$ cat src/verilog/tpm_pkg.sv
package tpm_pkg;
  typedef enum logic [1:0] {
    TPM_FREE = 2'b00,
    TPM_ONE  = 2'b01,
    TPM_PWM  = 2'b11
  } tpm_mode_t;

  // ==========================================
  // Register indices
  localparam logic [3:0] REG_CTRL_B = 4'h0;
  localparam logic [3:0] REG_CTRL_A = 4'h1;
  localparam logic [3:0] REG_FLAGS  = 4'h2;
  localparam logic [3:0] REG_CAPA_H = 4'h3;
  localparam logic [3:0] REG_CAPA_L = 4'h4;
  localparam logic [3:0] REG_CMP1_H = 4'h5;
  localparam logic [3:0] REG_CMP1_L = 4'h6;
  localparam logic [3:0] REG_CNT_H  = 4'h7;
  localparam logic [3:0] REG_CNT_L  = 4'h8;
  localparam logic [3:0] REG_ALT_H  = 4'h9;
  localparam logic [3:0] REG_ALT_L  = 4'ha;
  localparam logic [3:0] REG_CAPB_H = 4'hb;
  localparam logic [3:0] REG_CAPB_L = 4'hc;
  localparam logic [3:0] REG_CMP2_H = 4'hd;
  localparam logic [3:0] REG_CMP2_L = 4'he;

  // ==========================================
  // Control A bit positions
  localparam int A_CAP_IE = 7;
  localparam int A_CMP_IE = 6;
  localparam int A_OVF_IE = 5;
  localparam int A_FORCE2 = 4;
  localparam int A_FORCE1 = 3;
  localparam int A_LVL2   = 2;
  localparam int A_EDGE1  = 1;
  localparam int A_LVL1   = 0;
  // Control B bit positions
  localparam int B_PIN1_E = 7;
  localparam int B_PIN2_E = 6;
  localparam int B_SINGLE = 5;
  localparam int B_PWM    = 4;
  localparam int B_SRC_HI = 3;
  localparam int B_SRC_LO = 2;
  localparam int B_EDGE2  = 1;
  localparam int B_EXEDGE = 0;
  // Flag bit positions
  localparam int F_CAPA = 7;
  localparam int F_CMP1 = 6;
  localparam int F_OVF  = 5;
  localparam int F_CAPB = 4;
  localparam int F_CMP2 = 3;

  // ==========================================
  // Values
  localparam logic [7:0]  CTRL_RST   = 8'h00;
  localparam logic [15:0] CNT_RELOAD = 16'hfffc;
  localparam logic [15:0] CAP_TRIG   = 16'hfffd;
  localparam logic [15:0] CMP_RST    = 16'h8000;
  localparam logic [15:0] CNT_TOP    = 16'hffff;
  localparam logic [1:0]  SRC_DIV4   = 2'h0;
  localparam logic [1:0]  SRC_DIV2   = 2'h1;
  localparam logic [1:0]  SRC_DIV8   = 2'h2;
  localparam logic [2:0]  TERM_DIV2  = 3'h1;
  localparam logic [2:0]  TERM_DIV4  = 3'h3;
  localparam logic [2:0]  TERM_DIV8  = 3'h7;
endpackage : tpm_pkg

$ cat src/verilog/tpm_timer.sv
// Our own choices: the strobed register port and the placing of the registers.
`timescale 1ns/1ps
module tpm_timer (
  input  wire logic       sys_clk,
  input  wire logic       sys_rst,
  input  wire logic [3:0] reg_addr,
  input  wire logic [7:0] reg_wdata,
  input  wire logic       reg_wr,
  input  wire logic       reg_rd,
  output logic      [7:0] reg_rdata,
  input  wire logic       trigger_capture_pin_a,
  input  wire logic       capture_pin_b,
  input  wire logic       ext_clk_pin,
  input  wire logic       cpu_irq_mask,
  input  wire logic       wait_mode,
  input  wire logic       halt_mode,
  input  wire logic       reset_wake,
  output logic            waveform_out_pin,
  output logic            waveform_pin_enable,
  output logic            waveform_out_pin_b,
  output logic            waveform_pin_b_enable,
  output logic            timer_irq,
  output logic            wait_exit
);
  // ==========================================
  // Control and mode
  logic [7:0]  ctrl_a_q;
  logic [7:0]  ctrl_b_q;
  logic [15:0] cmp1_q;
  logic [15:0] cmp2_q;
  logic [15:0] capa_q;
  logic [15:0] capb_q;
  logic [15:0] cnt_q;
  logic [7:0]  lat_q;
  logic [4:0]  flag_q;
  logic [4:0]  armed_q;
  logic        cmp1_on_q;
  logic        cmp2_on_q;
  logic        capa_on_q;
  logic        capb_on_q;
  logic        pin_a_q;
  logic        pin_b_q;
  logic        ext_q;
  logic        halt_q;
  logic        hold_a_q;
  logic        hold_b_q;
  logic [2:0]  pre_q;
  logic [7:0]  rdata_q;
  logic        irq_q;
  logic        wexit_q;
  tpm_pkg::tpm_mode_t mode;
  logic        run;
  logic        tick;
  logic        edge_a;
  logic        edge_b;
  logic        m1;
  logic        m2;
  logic        trig;
  logic        halt_exit;
  logic [2:0]  term;
  logic [4:0]  set;
  logic [4:0]  clr;
  logic        wr_a;
  logic        any_irq;

  always_comb begin
    if (ctrl_b_q[tpm_pkg::B_PWM])
      mode = tpm_pkg::TPM_PWM;
    else if (ctrl_b_q[tpm_pkg::B_SINGLE])
      mode = tpm_pkg::TPM_ONE;
    else
      mode = tpm_pkg::TPM_FREE;
  end

  // Halt stops the prescaler, counter and matches and defers captures to halt exit; wait does not
  assign run = ~halt_mode;
  assign halt_exit = halt_q & ~halt_mode & ~reset_wake;
  assign wr_a = reg_wr & (reg_addr == tpm_pkg::REG_CTRL_A);

  always_ff @(posedge sys_clk) begin
    if (sys_rst) begin
      ctrl_a_q <= tpm_pkg::CTRL_RST;
      ctrl_b_q <= tpm_pkg::CTRL_RST;
    end else begin
      if (wr_a)
        ctrl_a_q <= reg_wdata;
      if (reg_wr & (reg_addr == tpm_pkg::REG_CTRL_B))
        ctrl_b_q <= reg_wdata;
    end
  end

  // ==========================================
  // Tick generation
  always_comb begin
    case (ctrl_b_q[tpm_pkg::B_SRC_HI:tpm_pkg::B_SRC_LO])
      tpm_pkg::SRC_DIV4: term = tpm_pkg::TERM_DIV4;
      tpm_pkg::SRC_DIV2: term = tpm_pkg::TERM_DIV2;
      tpm_pkg::SRC_DIV8: term = tpm_pkg::TERM_DIV8;
      default:           term = tpm_pkg::TERM_DIV8;
    endcase
  end

  always_ff @(posedge sys_clk) begin
    if (sys_rst) begin
      pre_q  <= 3'h0;
      ext_q  <= 1'b0;
      halt_q <= 1'b0;
    end else begin
      ext_q  <= ext_clk_pin;
      halt_q <= halt_mode;
      if (run)
        pre_q <= (pre_q >= term) ? 3'h0 : pre_q + 3'h1;
    end
  end

  always_comb begin
    if (ctrl_b_q[tpm_pkg::B_SRC_HI] & ctrl_b_q[tpm_pkg::B_SRC_LO])
      tick = run & (ctrl_b_q[tpm_pkg::B_EXEDGE] ? (ext_clk_pin & ~ext_q) : (~ext_clk_pin & ext_q));
    else
      tick = run & (pre_q >= term);
  end

  // ==========================================
  // Edges and matches
  logic pa_q;
  logic pb_q;
  always_ff @(posedge sys_clk) begin
    if (sys_rst) begin
      pa_q <= 1'b0;
      pb_q <= 1'b0;
    end else begin
      pa_q <= trigger_capture_pin_a;
      pb_q <= capture_pin_b;
    end
  end

  assign edge_a = ctrl_a_q[tpm_pkg::A_EDGE1] ? (trigger_capture_pin_a & ~pa_q) : (~trigger_capture_pin_a & pa_q);
  assign edge_b = ctrl_b_q[tpm_pkg::B_EDGE2] ? (capture_pin_b & ~pb_q) : (~capture_pin_b & pb_q);
  assign trig = run & edge_a & (mode == tpm_pkg::TPM_ONE);
  assign m1 = tick & cmp1_on_q & (cnt_q == cmp1_q);
  assign m2 = tick & cmp2_on_q & (cnt_q == cmp2_q);

  // ==========================================
  // Counter
  always_ff @(posedge sys_clk) begin
    if (sys_rst | reset_wake)
      cnt_q <= tpm_pkg::CNT_RELOAD;
    else if (trig)
      cnt_q <= tpm_pkg::CNT_RELOAD;
    else if (tick & (mode == tpm_pkg::TPM_PWM) & m2)
      cnt_q <= tpm_pkg::CNT_RELOAD;
    else if (tick)
      cnt_q <= cnt_q + 16'h0001;
  end

  // ==========================================
  // Compare registers
  // High byte write parks the compare so a half-written value never matches
  always_ff @(posedge sys_clk) begin
    if (sys_rst) begin
      cmp1_q    <= tpm_pkg::CMP_RST;
      cmp2_q    <= tpm_pkg::CMP_RST;
      cmp1_on_q <= 1'b1;
      cmp2_on_q <= 1'b1;
    end else if (reg_wr) begin
      case (reg_addr)
        tpm_pkg::REG_CMP1_H: begin
          cmp1_q[15:8] <= reg_wdata;
          cmp1_on_q    <= 1'b0;
        end
        tpm_pkg::REG_CMP1_L: begin
          cmp1_q[7:0] <= reg_wdata;
          cmp1_on_q   <= 1'b1;
        end
        tpm_pkg::REG_CMP2_H: begin
          cmp2_q[15:8] <= reg_wdata;
          cmp2_on_q    <= 1'b0;
        end
        tpm_pkg::REG_CMP2_L: begin
          cmp2_q[7:0] <= reg_wdata;
          cmp2_on_q   <= 1'b1;
        end
        default: ;
      endcase
    end
  end

  // ==========================================
  // Captures
  always_ff @(posedge sys_clk) begin
    if (sys_rst) begin
      hold_a_q <= 1'b0;
      hold_b_q <= 1'b0;
    end else if (reset_wake | halt_exit) begin
      hold_a_q <= 1'b0;
      hold_b_q <= 1'b0;
    end else if (halt_mode) begin
      if (edge_a & (mode == tpm_pkg::TPM_FREE))
        hold_a_q <= 1'b1;
      if (edge_b)
        hold_b_q <= 1'b1;
    end
  end

  always_ff @(posedge sys_clk) begin
    if (sys_rst) begin
      capa_q    <= 16'h0000;
      capb_q    <= 16'h0000;
      capa_on_q <= 1'b1;
      capb_on_q <= 1'b1;
    end else begin
      if (trig)
        capa_q <= tpm_pkg::CAP_TRIG;
      else if (halt_exit & hold_a_q)
        capa_q <= cnt_q;
      else if (run & edge_a & capa_on_q & (mode == tpm_pkg::TPM_FREE))
        capa_q <= cnt_q;
      if ((halt_exit & hold_b_q) | (run & edge_b & capb_on_q))
        capb_q <= cnt_q;
      if (reg_rd & (reg_addr == tpm_pkg::REG_CAPA_H))
        capa_on_q <= 1'b0;
      else if (reg_rd & (reg_addr == tpm_pkg::REG_CAPA_L))
        capa_on_q <= 1'b1;
      if (reg_rd & (reg_addr == tpm_pkg::REG_CAPB_H))
        capb_on_q <= 1'b0;
      else if (reg_rd & (reg_addr == tpm_pkg::REG_CAPB_L))
        capb_on_q <= 1'b1;
    end
  end

  // ==========================================
  // Flags
  always_comb begin
    set = 5'h00;
    set[4] = (run & edge_a & capa_on_q & (mode == tpm_pkg::TPM_FREE)) | trig
           | ((mode == tpm_pkg::TPM_PWM) & m2) | (halt_exit & hold_a_q);
    set[3] = (mode == tpm_pkg::TPM_FREE) & m1;
    set[2] = tick & (cnt_q == tpm_pkg::CNT_TOP) & ~((mode == tpm_pkg::TPM_PWM) & m2);
    set[1] = (run & edge_b & capb_on_q) | (halt_exit & hold_b_q);
    set[0] = (mode != tpm_pkg::TPM_PWM) & m2;
    clr = 5'h00;
    clr[4] = (reg_rd | reg_wr) & (reg_addr == tpm_pkg::REG_CAPA_L);
    clr[3] = (reg_rd | reg_wr) & (reg_addr == tpm_pkg::REG_CMP1_L);
    clr[2] = (reg_rd | reg_wr) & (reg_addr == tpm_pkg::REG_CNT_L);
    clr[1] = (reg_rd | reg_wr) & (reg_addr == tpm_pkg::REG_CAPB_L);
    clr[0] = (reg_rd | reg_wr) & (reg_addr == tpm_pkg::REG_CMP2_L);
  end

  // Set beats clear in the same cycle, so no event is lost
  always_ff @(posedge sys_clk) begin
    if (sys_rst) begin
      flag_q  <= 5'h00;
      armed_q <= 5'h00;
    end else begin
      flag_q <= set | (flag_q & ~(clr & armed_q));
      if (reg_rd & (reg_addr == tpm_pkg::REG_FLAGS))
        armed_q <= flag_q;
      else
        armed_q <= armed_q & ~clr;
    end
  end

  // ==========================================
  // Waveform pins
  always_ff @(posedge sys_clk) begin
    if (sys_rst) begin
      pin_a_q <= 1'b0;
      pin_b_q <= 1'b0;
    end else begin
      case (mode)
        tpm_pkg::TPM_ONE: begin
          if (trig)
            pin_a_q <= ctrl_a_q[tpm_pkg::A_LVL2];
          else if (m1)
            pin_a_q <= ctrl_a_q[tpm_pkg::A_LVL1];
        end
        tpm_pkg::TPM_PWM: begin
          if (m2)
            pin_a_q <= ctrl_a_q[tpm_pkg::A_LVL2];
          else if (m1)
            pin_a_q <= ctrl_a_q[tpm_pkg::A_LVL1];
        end
        default: begin
          if (wr_a & reg_wdata[tpm_pkg::A_FORCE1])
            pin_a_q <= reg_wdata[tpm_pkg::A_LVL1];
          else if (m1)
            pin_a_q <= ctrl_a_q[tpm_pkg::A_LVL1];
          if (wr_a & reg_wdata[tpm_pkg::A_FORCE2])
            pin_b_q <= reg_wdata[tpm_pkg::A_LVL2];
          else if (m2)
            pin_b_q <= ctrl_a_q[tpm_pkg::A_LVL2];
        end
      endcase
    end
  end

  // Second pin is left alone outside free mode, its level serves the pulse
  assign waveform_out_pin      = pin_a_q;
  assign waveform_pin_enable   = ctrl_b_q[tpm_pkg::B_PIN1_E];
  assign waveform_out_pin_b    = pin_b_q;
  assign waveform_pin_b_enable = ctrl_b_q[tpm_pkg::B_PIN2_E];

  // ==========================================
  // Interrupt request
  assign any_irq = ~cpu_irq_mask & (
                   (ctrl_a_q[tpm_pkg::A_CAP_IE] & (flag_q[4] | flag_q[1]))
                 | (ctrl_a_q[tpm_pkg::A_CMP_IE] & (flag_q[3] | flag_q[0]))
                 | (ctrl_a_q[tpm_pkg::A_OVF_IE] & flag_q[2]));

  // Halt never ends here: no flag can set while halted
  always_ff @(posedge sys_clk) begin
    if (sys_rst) begin
      irq_q   <= 1'b0;
      wexit_q <= 1'b0;
    end else begin
      irq_q   <= any_irq;
      wexit_q <= any_irq & wait_mode;
    end
  end

  assign timer_irq = irq_q;
  assign wait_exit = wexit_q;

  // ==========================================
  // Register read
  // High byte read latches low byte so a 16-bit read is coherent
  always_ff @(posedge sys_clk) begin
    if (sys_rst)
      lat_q <= 8'h00;
    else if (reg_rd & ((reg_addr == tpm_pkg::REG_CNT_H) | (reg_addr == tpm_pkg::REG_ALT_H)))
      lat_q <= cnt_q[7:0];
  end

  always_ff @(posedge sys_clk) begin
    if (sys_rst)
      rdata_q <= 8'h00;
    else if (reg_rd) begin
      case (reg_addr)
        tpm_pkg::REG_CTRL_B: rdata_q <= ctrl_b_q;
        tpm_pkg::REG_CTRL_A: rdata_q <= ctrl_a_q;
        tpm_pkg::REG_FLAGS:  rdata_q <= {flag_q, 3'h0};
        tpm_pkg::REG_CAPA_H: rdata_q <= capa_q[15:8];
        tpm_pkg::REG_CAPA_L: rdata_q <= capa_q[7:0];
        tpm_pkg::REG_CMP1_H: rdata_q <= cmp1_q[15:8];
        tpm_pkg::REG_CMP1_L: rdata_q <= cmp1_q[7:0];
        tpm_pkg::REG_CNT_H:  rdata_q <= cnt_q[15:8];
        tpm_pkg::REG_CNT_L:  rdata_q <= lat_q;
        tpm_pkg::REG_ALT_H:  rdata_q <= cnt_q[15:8];
        tpm_pkg::REG_ALT_L:  rdata_q <= lat_q;
        tpm_pkg::REG_CAPB_H: rdata_q <= capb_q[15:8];
        tpm_pkg::REG_CAPB_L: rdata_q <= capb_q[7:0];
        tpm_pkg::REG_CMP2_H: rdata_q <= cmp2_q[15:8];
        tpm_pkg::REG_CMP2_L: rdata_q <= cmp2_q[7:0];
        default:             rdata_q <= 8'h00;
      endcase
    end else
      rdata_q <= 8'h00;
  end

  assign reg_rdata = rdata_q;
endmodule : tpm_timer

$ cat config.mk
export PLATFORM = sky130hd
export DESIGN_NAME = tpm_timer
export DESIGN_NICKNAME = d
export VERILOG_FILES = /design/src/verilog/tpm_pkg.sv /design/src/verilog/tpm_timer.sv
export SDC_FILE = /design/constraint.sdc
export NUM_CORES = 1
export LEC_CHECK = 0
export BUFFER_PORTS_ARGS = -buffer_cell sky130_fd_sc_hd__clkbuf_2
export CAP_MARGIN = 20
export CORE_ASPECT_RATIO = 0.6
export CORE_MARGIN = 2
export CORE_UTILIZATION = 55
export CTS_CLUSTER_SIZE = 25
export DETAILED_ROUTE_END_ITERATION = 16
export GPL_TIMING_DRIVEN = 0
export HOLD_SLACK_MARGIN = 0.15
export PLACE_DENSITY_LB_ADDON = 0.1
export RECOVER_POWER = 25
export SYNTH_ARGS = -nofsm -noshare
export SYNTH_HDL_FRONTEND = slang
export SYNTH_SLANG_ARGS = --single-unit
export TNS_END_PERCENT = 50
$ cat constraint.sdc
create_clock -name sys_clk -period 2.9 [get_ports sys_clk]
set_input_delay 0.29 -clock sys_clk [delete_from_list [all_inputs] [get_ports sys_clk]]
set_output_delay 0.29 -clock sys_clk [all_outputs]
set_load 0.05 [all_outputs]
### Yosys cells after proc, flatten, opt, wreduce, memory -nomap -nowiden

Cells that the tools add are included.

| storage, ports and cells | value |
|---|---|
| bits in registers | 139 |
| logic and storage cells | 186 |
| output and inout port bits | 14 |

| cells by class | value |
|---|---|
| bitwise gates (word level) | 81 |
| add/sub/neg operators | 2 |
| magnitude comparators | 1 |
| eq/ne operators | 21 |
| reductions and logical operators | 26 |
| muxes and demuxes | 26 |

Operators by type and width:

| operator | number |
|---|---|
| one-hot mux 8 bit (13 select lines) | 1 |
| bitwise AND 1 bit | 51 |
| 2-to-1 mux 16 bit | 3 |
| == test 16 bit | 2 |
| == test 4 bit (second input constant) | 7 |
| AND reduction 2 bit | 9 |
| adder 16 x 1 -> 16 bit (second input constant) | 1 |
| == test 16 bit (second input constant) | 1 |
| == test 4 x 3 -> 1 bit (second input constant) | 4 |
| bitwise AND 5 bit | 3 |
| 2-to-1 mux 1 bit | 15 |
| NOT 1 bit | 12 |
| bitwise OR 1 bit | 12 |
| nonzero test 2 bit | 6 |
| OR reduction 2 bit | 6 |
| NOT 5 bit | 2 |
| == test 4 x 2 -> 1 bit (second input constant) | 2 |
| one-hot mux 1 bit (2 select lines) | 3 |
| one-hot mux 3 bit (2 select lines) | 1 |
| 2-to-1 mux 5 bit | 1 |
| bitwise OR 5 bit | 1 |
| == test 2 x 1 -> 1 bit (second input constant) | 2 |
| == test 4 x 1 -> 1 bit (second input constant) | 1 |
| logical NOT 2 bit | 2 |
| 9 further kinds | 9 |

### Logic depth before layout (Yosys ltp)

| depth | value |
|---|---|
| depth in word-level cells | 11 |
| gate-level depth with buffers | 10 |
| mapped depth without buffers | 8 |

### Worst setup path after synthesis

OpenSTA, ideal clock, no wires.

| timing | value |
|---|---|
| kind | reg-to-reg |
| start | register ctrl_b_q[3] |
| end | register cnt_q[13] |
| library setup time | 115 ps |
| slack | 750 ps |
| data arrival time | 2,035 ps |
| stages on the path, launching flop included | 11 |
| clock period less this slack | 2,150 ps |
| cell sequence | dfxtp_1 -> inv_1 -> ha_1 -> a21oi_1 -> a221oi_1 -> or2_1 -> buf_6 -> a31oi_4 -> nor3b_2 -> buf_4 -> nand2_1 |

| between the ends | value |
|---|---|
| word-level cells in the longest chain between the ends | 9 |
| elaborated cells on any way between the ends | 12 |
| those cells by class | order compare (1); eq/ne (1); mux (2); bitwise (6); reduce/logical (2) |

Ends and longest elaborated chain:

| element | RTL line | text |
|---|---|---|
| start, declared | tpm_timer.sv:28 | `logic [7:0] ctrl_b_q;` |
| start signal, assigned | tpm_timer.sv:83 | `ctrl_b_q <= tpm_pkg::CTRL_RST;` |
| start signal, assigned | tpm_timer.sv:88 | `ctrl_b_q <= reg_wdata;` |
| == test 2 x 1 -> 1 bit or logical NOT 2 bit (tied branches) | tpm_timer.sv:95 | `case (ctrl_b_q[tpm_pkg::B_SRC_HI:tpm_pkg::B_SRC_LO])` |
| one-hot mux 3 bit (2 select lines) | tpm_timer.sv:95 |  |
| >= comparator 3 bit | tpm_timer.sv:120 | `tick = run & (pre_q >= term);` |
| bitwise AND 1 bit | tpm_timer.sv:120 |  |
| 2-to-1 mux 1 bit * | tpm_timer.sv:117 | `if (ctrl_b_q[tpm_pkg::B_SRC_HI] & ctrl_b_q[tpm_pkg::B_SRC_LO])` |
| bitwise AND 1 bit (2 in a row) | tpm_timer.sv:141 | `assign m2 = tick & cmp2_on_q & (cnt_q == cmp2_q);` |
| bitwise AND 1 bit | tpm_timer.sv:150 | `else if (tick & (mode == tpm_pkg::TPM_PWM) & m2)` |
| OR reduction 3 bit (no source line) | -- |  |
| end signal, assigned | tpm_timer.sv:149 | `cnt_q <= tpm_pkg::CNT_RELOAD;` |
| end signal, assigned | tpm_timer.sv:151 | `cnt_q <= tpm_pkg::CNT_RELOAD;` |
| end signal, assigned | tpm_timer.sv:153 | `cnt_q <= cnt_q + 16'h0001;` |
| end, declared | tpm_timer.sv:33 | `logic [15:0] cnt_q;` |

Mark *: on every way between the ends. The rest lies on a longest branch, timed or not.
A chain may end at the register's enable or synchronous reset.

### Worst setup path in the final report

| timing | value |
|---|---|
| start | register ctrl_b_q[3] |
| end | register cnt_q[10] |

Same word-level chain as after synthesis.

==> impl_metrics.prom <==
# TYPE chip_impl_metric gauge
chip_impl_metric{name="timing.fmax",unit="MHz"} 357.7
chip_impl_metric{name="io_buffers",unit=""} 33
chip_impl_info{name="clock_tree_from_tritoncts",value="done"} 1
chip_impl_info{name="hold_path.class",value="in2reg"} 1
chip_impl_metric{name="critical_path_arrival",unit="ps"} 3110
chip_impl_metric{name="initialDrtViolationCount",unit=""} 904
chip_impl_info{name="worst-setup-path-type",value="reg2reg"} 1
chip_impl_metric{name="layout-drive-gt1-share",unit="%"} 10.98
chip_impl_metric{name="antenna_found_initial",unit=""} 0
chip_impl_metric{name="globalRouteMet3Util",unit="%"} 13.72
chip_impl_metric{name="groute.layer.met1.usage",unit="%"} 55.06
chip_impl_metric{name="clockBufferDepth",unit=""} 2
chip_impl_metric{name="post_route_minimum_period",unit="ps"} 2795
chip_impl_info{name="rsz0062_at_grt",value="yes"} 1
chip_impl_metric{name="synth_fp_nets",unit=""} 795
chip_impl_metric{name="irDropWorstVdd",unit="mV"} 0.4685
chip_impl_metric{name="p_per_area",unit="nW/um^2"} 581.4
chip_impl_metric{name="skew",unit="ps"} 7.089
chip_impl_metric{name="gr-usage-all-layers",unit="%"} 39.61
chip_impl_metric{name="maxSlewViolCount",unit=""} 0
chip_impl_metric{name="post-cts-setup-buffer-count",unit=""} 0
chip_impl_metric{name="place.detailed.hpwl",unit="mm"} 18.56
chip_impl_info{name="most-common-layout-cells",value="139 x sky130_fd_sc_hd__dfxtp_1, 79 x sky130_fd_sc_hd__a21oi_1, 79 x sky130_fd_sc_hd__nand2_1, 62 x sky130_fd_sc_hd__nor2_1, 52 x sky130_fd_sc_hd__clkbuf_1"} 1
chip_impl_metric{name="synth_seq_cells",unit=""} 139
chip_impl_metric{name="seq_area_frac_synth",unit="%"} 41.75
chip_impl_info{name="endpoint_kind_of_the_worst_setup_timing_path",value="register"} 1
chip_impl_metric{name="postLayoutCoreUtil",unit="%"} 64.16
chip_impl_info{name="top_cells_by_area_in_the_synthesized_netlist",value="sky130_fd_sc_hd__dfxtp_1 42%, sky130_fd_sc_hd__mux2i_1 7.5%, sky130_fd_sc_hd__a21oi_1 5.9%, sky130_fd_sc_hd__xnor2_1 5.1%, sky130_fd_sc_hd__nand2_1 4.4%"} 1
chip_impl_metric{name="worst_slew_pin_slew",unit="ps"} 960.3
chip_impl_metric{name="post_drt_via_cell_ratio",unit=""} 6.520
chip_impl_metric{name="hold-path-cell-count",unit=""} 2
chip_impl_metric{name="max_slew_margin",unit="%"} 35.49
chip_impl_metric{name="nFillCells",unit=""} 1072
chip_impl_info{name="layout_commonest_cell",value="sky130_fd_sc_hd__dfxtp_1"} 1
chip_impl_metric{name="asyncSetResetFlopFracSynth",unit="%"} 0
chip_impl_metric{name="final_antenna_net_count",unit=""} 0
chip_impl_metric{name="avgSynthCellArea",unit="sq um"} 8.679
chip_impl_info{name="synth_flop_cell",value="sky130_fd_sc_hd__dfxtp_1"} 1
chip_impl_metric{name="route.vias.total",unit=""} 6540
chip_impl_metric{name="grt_start_max_net_pins",unit=""} 17
chip_impl_metric{name="die_area",unit="sq um"} 13040
chip_impl_metric{name="fp-row-count",unit=""} 31
chip_impl_metric{name="totalWireLength",unit="mm"} 25.46
chip_impl_metric{name="first_global_vias",unit=""} 6090
chip_impl_info{name="gr-max-usage-layer",value="met2"} 1
chip_impl_metric{name="multiInputGateArea",unit="sq um"} 3593
chip_impl_metric{name="cts.reportedPaths.clkPinSlew",unit="ps"} 60
chip_impl_metric{name="global_route_wire_length_before_repair",unit="mm"} 37.47
chip_impl_metric{name="wl_per_cell",unit="um"} 25.38
chip_impl_metric{name="final_nets",unit=""} 853
chip_impl_metric{name="initial_utilization",unit="%"} 55.79
chip_impl_metric{name="synth_edf_count",unit=""} 0
chip_impl_info{name="post-synth-top-area-cell",value="sky130_fd_sc_hd__dfxtp_1"} 1
chip_impl_metric{name="power",unit="mW"} 4.457
chip_impl_metric{name="clock_tree.htree_level_count",unit=""} 4
chip_impl_metric{name="clkSinkCount",unit=""} 139
chip_impl_metric{name="path_max_fanout",unit=""} 10
chip_impl_metric{name="cts_buffers",unit=""} 17
chip_impl_metric{name="synthesis.area",unit="sq um"} 6665
chip_impl_metric{name="global_route.usage.met2",unit="%"} 57.85
chip_impl_metric{name="ioPinCount",unit=""} 37
chip_impl_metric{name="drt-pass1-iter-count",unit=""} 6
chip_impl_metric{name="die_height",unit="um"} 89.27
chip_impl_metric{name="synth_top_area_share",unit="%"} 41.75
chip_impl_metric{name="number_of_hold_violations_in_the_final_report",unit=""} 0
chip_impl_metric{name="total_leakage_power",unit="nW"} 2.813
chip_impl_metric{name="timing.final.crit_share",unit="%"} 96.39
chip_impl_metric{name="drv.max_cap_violation_count",unit=""} 0
chip_impl_metric{name="overflow",unit=""} 0
chip_impl_metric{name="core-area",unit="sq um"} 11950
chip_impl_metric{name="critPathRequiredTime",unit="ps"} 3210
chip_impl_metric{name="gp_congestion",unit=""} 0.9604
chip_impl_metric{name="synth_cell_types",unit=""} 63
chip_impl_metric{name="yosys_warnings",unit=""} 0
chip_impl_info{name="ctsRootBufferMaster",value="sky130_fd_sc_hd__clkbuf_16"} 1
chip_impl_metric{name="remaining_drc_errors",unit=""} 0
chip_impl_metric{name="finalSetupViolations",unit=""} 0
chip_impl_metric{name="synthToLayoutAreaGrowth",unit="%"} 15.00
chip_impl_metric{name="synthesis.instances",unit=""} 768
chip_impl_metric{name="setup_total_negative_slack",unit="ps"} 0
chip_impl_metric{name="ff2ff_path_depth",unit=""} 10
chip_impl_info{name="run_status",value="complete, no violations"} 1
chip_impl_metric{name="chipWidth",unit="um"} 146.1
chip_impl_metric{name="clk_latency",unit="ps"} 420
chip_impl_info{name="critPathLaunchType",value="register"} 1
chip_impl_metric{name="antenna-diode-count",unit=""} 0
chip_impl_metric{name="register_area",unit="sq um"} 2783
[metal layers]
metal / wire, um / vias up
met2: 10290 / 459
met1: 11100 / 3178
met5: 0 / -
met3: 3446 / 61
met4: 623 / 0
li1: - / 2842
[state kept, by name, summed over array words and instances, names as in the netlist, 8 cells and up]
signal and cells:
capa_q 16, capb_q 16, cmp1_q 16, cmp2_q 16, cnt_q 16, ctrl_a_q 8, ctrl_b_q 8, lat_q 8
reg_rdata 8
[kinds of logic after synthesis]
family | Yosys count | synth area share [%]
muxes | 57 | 8.692
buffers and inverters | 70 | 4.712
AOI/OAI and AO/OA | 183 | 17.80
adders and majority gates | 4 | 0.7509
and+or+nand+nor | 269 | 20.26
DFF | 139 | 41.75
xor gates and xnor gates | 46 | 6.045
[worst max-delay path, cell delays in order, from the launching register on]
cell,delay [ps]
sky130_fd_sc_hd__dfxtp_1,500
sky130_fd_sc_hd__inv_1,80
sky130_fd_sc_hd__ha_1,300
sky130_fd_sc_hd__a21oi_1,220
sky130_fd_sc_hd__a221oi_2,170
sky130_fd_sc_hd__or2_1,280
sky130_fd_sc_hd__buf_6,160
sky130_fd_sc_hd__a31oi_4,210
sky130_fd_sc_hd__nor3b_4,440
sky130_fd_sc_hd__buf_4,250
sky130_fd_sc_hd__nand2_1,70
[synth_stat cells (all sizes together), types with 2 or more instances]
| cell type | number |
|---|---|
| mux2i | 50 |
| a21oi | 79 |
| or2 | 5 |
| nand3b | 8 |
| o21ai | 25 |
| a22oi | 21 |
| nor2b | 22 |
| nor3 | 9 |
| a222oi | 3 |
| a221oi | 11 |
| a32oi | 2 |
| buf | 33 |
| a21boi | 2 |
| a31oi | 8 |
| clkbuf | 29 |
| or3b | 3 |
| nand2 | 79 |
| ha | 4 |
| a32o | 6 |
| nor4 | 6 |
| mux2 | 7 |
| nand3 | 38 |
| nand2b | 9 |
| a211o | 2 |
| and4 | 2 |
| nand4 | 7 |
| a22o | 7 |
| nor2 | 63 |
| dfxtp | 139 |
| and3 | 4 |
| xor2 | 7 |
| a211oi | 3 |
| nor3b | 5 |
| xnor2 | 39 |
| inv | 8 |
| o211ai | 3 |
| and2 | 5 |
| o22ai | 2 |
[power breakdown]
group / switching, mW / internal [mW]
combinational: 0.224 / 0.101
sequential: 0.0380 / 1.95
clock: 0.862 / 1.28
total: 1.12 / 3.33
[through the flow]
stage                     hold WS, ps  cell area, sq um  std cells  worst slack (ps)
after floorplan                 368.5              6665        768             750.1
after global placement          470.5              7037        966            -256.1
after detailed placement        485.6              7037        966            -346.2
after CTS                       192.2              7679       1003             47.63
after global routing            198.9              7665       1003            -6.416
final                           204.8              7665       1003             104.6
[area by class of cell]
cell class / instances / area share [%]
multi-input combinational: 559 / 46.88
clock inverter: 11 / 1.600
sequential: 139 / 36.30
tap: 165 / 2.693
buffer: 62 / 3.689
inverter: 8 / 0.3918
timing repair buffer: 39 / 2.612
clock buffer: 20 / 5.828
[path summary, 6_finish.rpt]
| check | startpoint | to | slack, ps |
|---|---|---|---|
| worst max-delay path | ctrl_b_q[3] | cnt_q[10] | 100 |
| worst max register to register | ctrl_b_q[3] | cnt_q[10] | 100 |
| worst min register to register | capb_q[11] | capb_q[11] | 500 |
| worst min-delay path | reg_wdata[7] | cmp1_q[15] | 200 |
[what timing repair did]
| action | in CTS | in global routing |
|---|---|---|
| setup endpoints to repair | 3 | 11 |
| resized for setup | 2 | 2 |
| hold buffers | 6 | 0 |
| hold endpoints to repair | 7 | 0 |
Power figures use the tool's default switching activity.
